[src/hdl/cdt_pkg.sv]
// Constants, encodings and carrier types for the data transfer decoder.
// Assumes a single clock domain and a predecoded instruction head from fetch.
package cdt_pkg;

    // ****************************************
    // Instruction indices and groups
    // ****************************************
    localparam logic [5:0] INSN_COUNT = 6'h37;
    localparam logic [5:0] IDX_MOVE = 6'h00;
    localparam logic [5:0] IDX_ARITH = 6'h01;
    localparam logic [5:0] IDX_LOGIC = 6'h0F;
    localparam logic [5:0] IDX_SHIFT = 6'h13;
    localparam logic [5:0] IDX_BIT = 6'h1B;
    localparam logic [5:0] IDX_BRANCH = 6'h29;
    localparam logic [5:0] IDX_SYSCTL = 6'h2E;
    localparam logic [5:0] IDX_BLOCK = 6'h36;
    localparam logic [5:0] IDX_BCOND = 6'h29;

    typedef enum logic [2:0] {
        GRP_TRANSFER = 3'b000,
        GRP_ARITH = 3'b001,
        GRP_LOGIC = 3'b010,
        GRP_SHIFT = 3'b011,
        GRP_BIT = 3'b100,
        GRP_BRANCH = 3'b101,
        GRP_SYSCTL = 3'b110,
        GRP_BLOCK = 3'b111
    } cdt_group_t;

    typedef enum logic [2:0] {
        MODE_REG = 3'b000,
        MODE_IND = 3'b001,
        MODE_DISP = 3'b010,
        MODE_LONG_ABS = 3'b011,
        MODE_SHORT_ABS = 3'b100,
        MODE_WIDE_IMM = 3'b101,
        MODE_PREDEC = 3'b110,
        MODE_POSTINC = 3'b111
    } cdt_mode_t;

    // ****************************************
    // Addressing and flag constants
    // ****************************************
    localparam logic [2:0] GPR_SEVEN = 3'h7;
    localparam logic [7:0] SHORT_ABS_PAGE = 8'hFF;
    localparam logic [15:0] STEP_BYTE = 16'h0001;
    localparam logic [15:0] STEP_WORD = 16'h0002;
    localparam int FLAG_N = 3;
    localparam int FLAG_Z = 2;
    localparam int FLAG_V = 1;
    localparam int FLAG_C = 0;
    localparam logic [3:0] COND_CODE_RESET = 4'h0;
    localparam logic [15:0] GPR_RESET = 16'h0000;

    // ****************************************
    // Register port map
    // ****************************************
    localparam logic [3:0] REG_CTRL = 4'h0;
    localparam logic [3:0] REG_STATUS = 4'h1;
    localparam logic [3:0] REG_COND_CODE = 4'h2;
    localparam logic [3:0] REG_ILLEGAL = 4'h3;
    localparam logic [3:0] REG_GPR_BASE = 4'h8;
    localparam logic CTRL_RESET = 1'b1;

    // ****************************************
    // Carrier types
    // ****************************************
    typedef struct packed {
        logic [5:0] index;
        logic store;
        logic word;
        cdt_mode_t mode;
        logic [2:0] rd;
        logic [2:0] rs;
    } cdt_head_t;

    typedef struct packed {
        logic valid;
        cdt_head_t head;
        logic [15:0] ext;
    } cdt_insn_t;

    typedef struct packed {
        logic valid;
        logic [2:0] idx;
        logic [15:0] data;
    } cdt_wb_t;

    typedef struct packed {
        logic valid;
        logic legal;
        cdt_group_t group;
        logic [3:0] cond;
        logic taken;
        logic word;
        cdt_mode_t mode;
        logic mem_rd;
        logic mem_wr;
        logic [15:0] ea;
        logic [15:0] st_data;
        logic load_wr;
        logic [2:0] load_idx;
        logic push;
        logic pop;
    } cdt_dec_t;

endpackage
[src/hdl/cdt_decode.sv]
// Data transfer decoder with general registers and condition codes.
// Assumes fetch presents one predecoded head per cycle, same clock domain.
//
// Operation
// - 55 instructions sorted into eight groups
// - Push is word store predecrement on gpr_seven
// - Pop is word load postincrement on gpr_seven
// - Conditional branch carries condition code field
// - Moves between registers, memory and immediates
// - Eight addressing modes, seven of them for both byte and word
// - Short absolute mode for byte moves only
// - Pop always moves a full word
// - Push always moves a full word
// - Condition codes hold N, Z, V, C
// - Postincrement adds one or two afterwards
// - Predecrement subtracts first, keeps result
// - Short absolute forces upper byte to ones
// - Odd word address drops its lowest bit
`timescale 1ns/1ps

module cdt_decode
    import cdt_pkg::*;
(
    // Clock, reset and enable
    input wire logic mclk_i,
    input wire logic rst_n_i,
    input wire logic ce_i,
    // Instruction in and load write-back
    input wire cdt_insn_t insn_i,
    input wire cdt_wb_t wb_i,
    // Register port
    input wire logic [3:0] addr_i,
    input wire logic [15:0] wdata_i,
    input wire logic wr_i,
    input wire logic rd_i,
    output logic [15:0] rdata_o,
    // Decode result
    output cdt_dec_t dec_o
);

    // ****************************************
    // State
    // ****************************************
    logic [15:0] gpr_reg [0:7];
    logic [3:0] cond_code_reg;
    logic ctrl_reg;
    logic [15:0] illegal_reg;
    logic [15:0] status_reg;
    logic [15:0] rdata_reg;
    cdt_dec_t dec_reg;

    // ****************************************
    // Field decode
    // ****************************************
    cdt_head_t head;
    logic [15:0] ext;
    logic fire;
    logic is_move;
    logic in_range;
    cdt_group_t group;

    assign head = insn_i.head;
    assign ext = insn_i.ext;
    assign fire = insn_i.valid && ctrl_reg;
    assign in_range = head.index < INSN_COUNT;
    assign is_move = head.index == IDX_MOVE;

    // Each group owns a contiguous run of indices.
    assign group = (head.index >= IDX_BLOCK) ? GRP_BLOCK :
        (head.index >= IDX_SYSCTL) ? GRP_SYSCTL :
        (head.index >= IDX_BRANCH) ? GRP_BRANCH :
        (head.index >= IDX_BIT) ? GRP_BIT :
        (head.index >= IDX_SHIFT) ? GRP_SHIFT :
        (head.index >= IDX_LOGIC) ? GRP_LOGIC :
        (head.index >= IDX_ARITH) ? GRP_ARITH : GRP_TRANSFER;

    // ****************************************
    // Mode decode
    // ****************************************
    logic m_reg;
    logic m_imm;
    logic m_pre;
    logic m_post;
    logic m_short;
    logic on_stack;

    assign m_reg = head.mode == MODE_REG;
    assign m_imm = head.mode == MODE_WIDE_IMM;
    assign m_pre = head.mode == MODE_PREDEC;
    assign m_post = head.mode == MODE_POSTINC;
    assign m_short = head.mode == MODE_SHORT_ABS;
    assign on_stack = head.rs == GPR_SEVEN;

    // ****************************************
    // Effective address
    // ****************************************
    logic [15:0] base;
    logic [15:0] src_val;
    logic [15:0] dat_val;
    logic [15:0] step;
    logic [15:0] dec_addr;
    logic [15:0] inc_addr;
    logic [15:0] raw_ea;
    logic [15:0] ea;

    assign base = gpr_reg[head.rs];
    assign src_val = gpr_reg[head.rs];
    assign dat_val = gpr_reg[head.rd];
    assign step = head.word ? STEP_WORD : STEP_BYTE;
    assign dec_addr = base - step;
    assign inc_addr = base + step;

    assign raw_ea = (head.mode == MODE_IND) ? base :
        (head.mode == MODE_DISP) ? base + ext :
        (head.mode == MODE_LONG_ABS) ? ext :
        m_short ? {SHORT_ABS_PAGE, ext[7:0]} :
        m_pre ? dec_addr :
        m_post ? base : 16'h0000;

    // Word accesses never straddle a word boundary.
    assign ea = head.word ? {raw_ea[15:1], 1'b0} : raw_ea;

    // ****************************************
    // Legality
    // ****************************************
    logic bad_short;
    logic bad_stack;
    logic bad_dir;
    logic legal;

    assign bad_short = m_short && head.word;
    assign bad_stack = on_stack && (m_pre || m_post) && !head.word;
    assign bad_dir = (m_pre && !head.store) || (m_post && head.store) ||
        (m_imm && head.store);
    assign legal = in_range && !(is_move && (bad_short || bad_stack || bad_dir));

    // ****************************************
    // Move actions
    // ****************************************
    logic mv_ok;
    logic mem_rd;
    logic mem_wr;
    logic push;
    logic pop;
    logic areg_wr;
    logic dreg_wr;
    logic [15:0] areg_val;
    logic [15:0] dreg_val;
    logic [15:0] flag_src;
    logic flag_upd;

    assign mv_ok = fire && legal && is_move;
    assign mem_rd = mv_ok && !head.store && !m_reg && !m_imm;
    assign mem_wr = mv_ok && head.store && !m_reg;
    assign push = mem_wr && m_pre && on_stack && head.word;
    assign pop = mem_rd && m_post && on_stack && head.word;
    assign areg_wr = mv_ok && (m_pre || m_post);
    assign areg_val = m_pre ? dec_addr : inc_addr;
    assign dreg_wr = mv_ok && (m_reg || m_imm);

    // A byte move into a register keeps the upper byte of the target.
    assign dreg_val = head.word ? (m_imm ? ext : src_val) :
        {dat_val[15:8], (m_imm ? ext[7:0] : src_val[7:0])};
    assign flag_src = (m_reg || m_imm) ? (m_imm ? ext : src_val) : dat_val;
    assign flag_upd = mv_ok && (m_reg || m_imm || head.store);

    // ****************************************
    // Condition codes
    // ****************************************
    logic f_n;
    logic f_z;
    logic f_v;
    logic f_c;
    logic [3:0] cond;
    logic taken;
    logic [3:0] cond_code_next;
    logic new_n;
    logic new_z;

    assign f_n = cond_code_reg[FLAG_N];
    assign f_z = cond_code_reg[FLAG_Z];
    assign f_v = cond_code_reg[FLAG_V];
    assign f_c = cond_code_reg[FLAG_C];
    assign cond = {head.rd[0], head.rs};

    assign taken = (cond == 4'h0) ? 1'b1 :
        (cond == 4'h1) ? 1'b0 :
        (cond == 4'h2) ? !(f_c || f_z) :
        (cond == 4'h3) ? (f_c || f_z) :
        (cond == 4'h4) ? !f_c :
        (cond == 4'h5) ? f_c :
        (cond == 4'h6) ? !f_z :
        (cond == 4'h7) ? f_z :
        (cond == 4'h8) ? !f_v :
        (cond == 4'h9) ? f_v :
        (cond == 4'hA) ? !f_n :
        (cond == 4'hB) ? f_n :
        (cond == 4'hC) ? (f_n == f_v) :
        (cond == 4'hD) ? (f_n != f_v) :
        (cond == 4'hE) ? (!f_z && (f_n == f_v)) : (f_z || (f_n != f_v));

    // Moves other than memory loads set N and Z from the moved value, clear V and keep C.
    assign new_n = head.word ? flag_src[15] : flag_src[7];
    assign new_z = head.word ? (flag_src == 16'h0000) : (flag_src[7:0] == 8'h00);
    assign cond_code_next = flag_upd ? {new_n, new_z, 1'b0, f_c} :
        (wr_i && addr_i == REG_COND_CODE) ? wdata_i[3:0] : cond_code_reg;

    // ****************************************
    // Decode result
    // ****************************************
    cdt_dec_t dec_next;

    assign dec_next = '{
        valid: fire,
        legal: fire && legal,
        group: group,
        cond: cond,
        taken: fire && legal && head.index == IDX_BCOND && taken,
        word: head.word,
        mode: head.mode,
        mem_rd: mem_rd,
        mem_wr: mem_wr,
        ea: (mem_rd || mem_wr) ? ea : 16'h0000,
        st_data: mem_wr ? dat_val : 16'h0000,
        load_wr: mem_rd,
        load_idx: head.rd,
        push: push,
        pop: pop
    };

    // ****************************************
    // Register port decode
    // ****************************************
    logic hit_gpr;
    logic [15:0] rd_mux;
    logic [15:0] status_next;
    logic [15:0] illegal_next;
    logic bump_illegal;

    assign hit_gpr = addr_i[3] == REG_GPR_BASE[3];
    assign rd_mux = hit_gpr ? gpr_reg[addr_i[2:0]] :
        (addr_i == REG_CTRL) ? {15'h0000, ctrl_reg} :
        (addr_i == REG_STATUS) ? status_reg :
        (addr_i == REG_COND_CODE) ? {12'h000, cond_code_reg} :
        (addr_i == REG_ILLEGAL) ? illegal_reg : 16'h0000;

    // Status keeps the last decode: a set bit, legal, group, push, pop, word.
    assign status_next = fire ? {8'h00, 1'b1, legal, group, push, pop, head.word} :
        status_reg;
    assign bump_illegal = fire && !legal && illegal_reg != 16'hFFFF;
    // A new illegal decode is still counted when it meets a clear.
    assign illegal_next = (wr_i && addr_i == REG_ILLEGAL) ? {15'h0000, fire && !legal} :
        bump_illegal ? illegal_reg + 16'h0001 : illegal_reg;

    // ****************************************
    // General registers
    // ****************************************
    genvar gi;
    generate
        for (gi = 0; gi < 8; gi++) begin : g_gpr
            logic a_hit;
            logic d_hit;
            logic w_hit;
            logic b_hit;
            logic [15:0] nxt;

            assign a_hit = areg_wr && head.rs == 3'(gi);
            assign d_hit = dreg_wr && head.rd == 3'(gi);
            assign w_hit = wb_i.valid && wb_i.idx == 3'(gi);
            assign b_hit = wr_i && hit_gpr && addr_i[2:0] == 3'(gi);
            assign nxt = a_hit ? areg_val :
                d_hit ? dreg_val :
                w_hit ? wb_i.data :
                b_hit ? wdata_i : gpr_reg[gi];

            always_ff @(posedge mclk_i) begin
                if (!rst_n_i) begin
                    gpr_reg[gi] <= GPR_RESET;
                end else if (ce_i) begin
                    gpr_reg[gi] <= nxt;
                end
            end
        end
    endgenerate

    // ****************************************
    // Control, status and outputs
    // ****************************************
    always_ff @(posedge mclk_i) begin
        if (!rst_n_i) begin
            ctrl_reg <= CTRL_RESET;
            cond_code_reg <= COND_CODE_RESET;
            status_reg <= 16'h0000;
            illegal_reg <= 16'h0000;
            rdata_reg <= 16'h0000;
            dec_reg <= '0;
        end else if (ce_i) begin
            if (wr_i && addr_i == REG_CTRL) begin
                ctrl_reg <= wdata_i[0];
            end
            cond_code_reg <= cond_code_next;
            status_reg <= status_next;
            illegal_reg <= illegal_next;
            rdata_reg <= rd_i ? rd_mux : 16'h0000;
            dec_reg <= dec_next;
        end
    end

    assign rdata_o = rdata_reg;
    assign dec_o = dec_reg;

endmodule

[config.mk]
export PLATFORM = sky130hd
export DESIGN_NAME = cdt_decode
export DESIGN_NICKNAME = d
export VERILOG_FILES = /design/src/hdl/cdt_pkg.sv /design/src/hdl/cdt_decode.sv
export SDC_FILE = /design/constraint.sdc
export NUM_CORES = 1
export LEC_CHECK = 0
export BUFFER_PORTS_ARGS = -buffer_cell sky130_fd_sc_hd__buf_2
export CAP_MARGIN = 5
export CORE_MARGIN = 3
export CORE_UTILIZATION = 55
export DETAILED_ROUTE_END_ITERATION = 12
export HOLD_SLACK_MARGIN = 0.03
export PLACE_DENSITY = 0.74
export SLEW_MARGIN = 10
export SYNTH_ARGS = -nofsm -noshare
export SYNTH_HDL_FRONTEND = slang
export SYNTH_SLANG_ARGS = --single-unit
[constraint.sdc]
create_clock -name mclk_i -period 6.85 [get_ports mclk_i]
set_clock_uncertainty 0.1 [all_clocks]
set_input_delay 1.7125 -clock mclk_i [delete_from_list [all_inputs] [get_ports mclk_i]]
set_output_delay 1.7125 -clock mclk_i [all_outputs]
set_load 0.02 [all_outputs]
# Word level (Yosys, flattened, before mapping)
# Memories as Yosys holds them, arrays and structs flattened.
# Index checks and enable logic that the tools add are counted.
# word_totals
ff_bits	98
mem_bits_rw	128
inputBits	79
output_inout_bits	70
word_cells	311
memories	1
# op_classes
add_sub_neg	4
magnitude_cmp	8
n_eq_ne	64
n_mux	93
bitwise	9
reduce_logical	112
# memory_table
name	words	word_bits	read_ports	rd_ports_with_merged_regs	wr	line_no	rtl
gpr_reg	8	16	3	0	8	cdt_decode.sv:44	logic [15:0] gpr_reg [0:7];
# ops
op	count
16-bit two-way mux	60
1-bit logical AND	66
3-bit == test (second input constant)	20
4-bit != test (second input constant)	8
3-bit by 2-bit == test with 1-bit output (second input constant)	10
4-bit == test (second input constant)	7
2-bit AND reduction	12
1-bit two-way mux	23
6-bit >= comparator (second input constant)	3
16-bit by 1-bit adder with 16-bit output (second input constant)	1
16-bit adder	1
16-bit by 2-bit adder with 16-bit output	1
4-bit by 2-bit == test with 1-bit output (second input constant)	4
4-bit by 3-bit == test with 1-bit output (second input constant)	4
16-bit zero test	1
16-bit != test (second input constant)	1
16-bit by 2-bit subtractor with 16-bit output	1
3-bit by 1-bit == test with 1-bit output (second input constant)	5
3-bit zero test	5
6-bit by 5-bit >= comparator with 1-bit output (second input constant)	2
3-bit two-way mux	4
1-bit zero test	11
1-bit logical OR	10
4-bit by 1-bit == test with 1-bit output (second input constant)	2
other kinds (16)	28

# Longest topological paths before layout
# depth
depth_word	18
mapped_depth	18

# Worst setup path after synthesis
# OpenSTA, ideal clock, no wires.
# synth_path
path_type	input -> register
start	input port insn_i[17] (netlist name)
end	memory gpr_reg[6][10], data pin
setup_time_ns	0.266
arrival_time_ns	5.255
required_ns	6.484
path_slack_ns	1.229
cell_stages	16
path_buffers	7
cell_sequence	buf_6 buf_12 buf_8 buf_8 buf_6 clkbuf_1 mux4_2 mux2i_1 inv_1 fa_1 clkbuf_1 or3_1 o32ai_1 xnor2_1 nand2b_4 o21ai_1
# synth_rtl
item	line_no	rtl
start: declaration	cdt_decode.sv:29	input wire cdt_insn_t insn_i,
end: declaration	cdt_decode.sv:44	

==> summary.md <==
| Metric | Value |
|---|---|
| Post-CTS Repair Setup Buffers | `0` |
| CP Buf/Inv Count | `3` |
| Die H | `192 um` |
| Setup violations, final | `0` |
| Worst Path Max Fanout | `26` |
| Synth top cells by count | `nand2_1 (346), mux2i_1 (173), nor2_1 (172), a21oi_1 (145), edfxtp_1 (128)` |
| Initial antenna violation count | `2` |
| Max incr delay on CP | `0.86 ns` |
| Slowest-stage cell, CP | `xnor2_1` |
| Power Dens Cells | `approximately 190 nW/um2` |
| Reg2reg setup slack | `approximately 2.5 ns` |
| R2r startpoint | `gpr_reg[2][1]` |
| Seq/Total Area, Yosys | `0.305` |
| WHS Path Cells | `2` |
| RSZ-0062 raised after global routing | `no` |
| Placed instance area | `about 20000 um2` |
| Routed WL per cell | `28.8 um` |
| Vias per std cell | `between 7 and 8` |
| Gpl congestion | `1.03` |
| Critical path arrival | `5.72 ns` |
| Synth Area per Inst | `just under 9 um2` |
| Remaining antenna violation count | `0` |
| Clock Sinks | `225` |
| Site Rows | `67` |
| Synth unique cells | `between 90 and 100` |
| Largest net degree at the start of global routing | `70` |
| RR Endpoint | `gpr_reg[2][9]` |
| First-pass GRT wire length | `114000 um` |
| Ys async rst share | `0` |
| Top cell family by delay on the critical path | `buffers and inverters` |
| Worst Hold Launch | `dec_o[24]` |
| Top-count cell post-synth | `nand2_1` |
| Detailed placement HPWL | `between 50000 and 60000 um` |
| CP startpoint kind | `input pin` |
| Filler cells | `2945` |
| Worst-Margin Slew | `approximately 1.3 ns` |
| Element type at the critical path end | `flip-flop` |
| Slew headroom | `0.119` |
| Setup crit start | `insn_i[18]` |
| Longest Clk Path Bufs | `3` |
| WHS Endpoint | `dec_o[24]` |
| Top post-synthesis cells by area | `edfxtp_1 (20%), mux4_2 (11%), dfxtp_1 (10%), mux2i_1 (9.1%), nand2_1 (6.9%)` |
| Clk pin slew, worst setup/hold paths | `0.06 ns` |
| Routed via count | `~19000` |
| Fin crit share | `0.820` |
| Max-Cap Viols | `0` |
| Design Area, Final | `20900 um2` |
| Top_reg_cell synth | `edfxtp_1` |
| Die Area | `36700 um2` |
| Ys Warns | `0` |
| Skew-Pair Late Insertion Delay | `approximately 0.56 ns` |
| Fin crit period | `5.62 ns` |
| Vias in the first global route | `17267` |
| Non-Filler Instances | `2692` |
| VDD IR max | `0.173 mV` |
| Max-slew violation count | `0` |
| Share of cells above drive strength 1 | `0.208` |
| HP Class | `reg -> reg` |
| CP dominant cell by count | `inv_1` |
| Core ar. | `~34000 um2` |
| Cell chain of the critical path | `buf_2 > inv_1 > mux2i_1 > inv_1 > ha_1 > nor2_1 > o21a_1 > nand4_1 > o32ai_1 > xnor2_1 > o21ai_0` |
| CTS resizes | `0` |
| Yosys top cell area share | `0.203` |
| DRT Wirelength | `77600 um` |
| CTS Hold Bufs | `0` |
| CP required | `between 6 and 7 ns` |
| Port bufs | `148` |
| Initial DRC Count | `around 3000` |
| Final nets | `2330` |
| Overflow after GRT | `0` |
| Final Hold Fails | `0` |
| Area Overhead vs Synth | `10.2%` |
| Global Route Usage Sum | `0.414` |
| Number of flip-flops in the largest register | `128` |
| Syn Inst Count | `2146` |
| CTS Root Cell | `clkbuf_16` |
| Leakage power | `a little over 8 nW` |
| IO Pins | `149` |
| Mapped cell area | `18900 um2` |
| Register-to-Register Path Depth | `10` |
| Drt pass-1 iters | `7` |
| CP Class | `in -> reg` |
| DRC viols | `0` |
| #FFs+latches synth | `225` |
| Synth Net Count | `2249` |
| Number of synthesized flops with an enable pin | `128` |
| Setup TNS | `0 ns` |
| H-tree levels | `1` |
| Highest clock rate | `0.178 GHz` |
| Die width | `192 um` |
| Placed insts | `2648` |
| Outcome | `finished, final reports clean` |
| TritonCTS clock tree | `yes` |
| TritonCTS Buffers | `25` |
| Initial Util | `0.561` |
| Yosys top cell by area | `edfxtp_1` |
==> cells in the final DEF, fill, tap and decap left out, types with 12 or more instances in the layout <==
master and instances:
a211oi_1 27, a21oi_1 144, a22oi_1 25, a2bb2oi_1 12, buf_2 148, buf_4 84
clkbuf_16 25, dfxtp_1 97, edfxtp_1 128, ha_1 21, inv_1 28, mux2_2 30
mux2i_1 173, mux4_2 92, nand2_1 346, nand2b_1 24, nand3_1 99, nand4_1 17
nor2_1 171, nor2b_1 16, nor3_1 46, nor4_1 14, o211ai_1 67, o21ai_0 104
o21ai_1 20, o22ai_1 18, xnor2_1 36
==> metrics by stage <==
step | total power [mW] | utilization | hold slack, ns | setup WS, ns
4_1_cts | 3.87 | 0.618 | 0.359 | 1.46
2_1_floorplan | 2.25 | - | 0.333 | 1.23
6_report | 3.91 | 0.618 | 0.351 | 1.23
5_1_grt | 4.03 | 0.618 | 0.384 | 1.03
3_5_place_dp | 2.63 | 0.596 | 0.346 | 0.916
3_3_place_gp | 2.62 | 0.596 | 0.334 | 0.921
==> metal layers <==
metal	part of all wire	track usage	vias to the layer above
met4	0.047	0.157	4
met5	0.00053	0	-
li1	-	-	8204
met1	0.39	0.576	8940
met2	0.43	0.611	1509
met3	0.14	0.121	257
==> power by group <==
| group | switching (mW) | leakage (nW) | internal (mW) |
|---|---|---|---|
| combinational | 0.707 | 5.68 | 0.395 |
| sequential | 0.0568 | 2.01 | 1.49 |
| clock | 0.586 | 0.360 | 0.676 |
==> worst max path at each step <==
stage                                end  slack (ns)  cells past startpoint
after floorplan           gpr_reg[6][10]        1.23                     16
after global placement     gpr_reg[0][4]        0.92                     12
after detailed placement   gpr_reg[3][4]        0.92                     12
after CTS                  gpr_reg[3][4]        1.46                     12
after global routing      gpr_reg[0][15]        1.03                     11
final                      gpr_reg[2][9]        1.23                     11
==> cell families after synthesis <==
family / Yosys count / share of synthesized area
xor+xnor: 45 / 0.0220
buf+inv: 211 / 0.0476
simple gates: 827 / 0.209
mux: 301 / 0.225
flops: 225 / 0.305
fa+ha+maj: 24 / 0.0170
compound gates: 513 / 0.174
==> worst reg2reg max path, cell delays in order, from the launching register on <==
cell and delay, ns:
edfxtp_1 0.46, mux4_2 0.49, mux2i_1 0.43, inv_1 0.26, ha_1 0.38, nor2_1 0.06, o21a_1 0.19, nand4_1 0.21
o32ai_1 0.12, xnor2_1 0.86, o21ai_0 0.43
==> layout make-up <==
type | count | area [um2] | share of cell area
multi-input combinational | 1710 | 12300 | 0.589
sequential | 225 | 5790 | 0.277
timing repair buffer | 232 | 1370 | 0.0657
clock buffer | 29 | 641 | 0.0307
tap | 448 | 561 | 0.0269
inverter | 33 | 124 | 0.00593
clock inverter | 14 | 101 | 0.00486
antenna | 1 | 2.50 | 0.000120
Note: power is estimated with default switching activity, not from simulation.
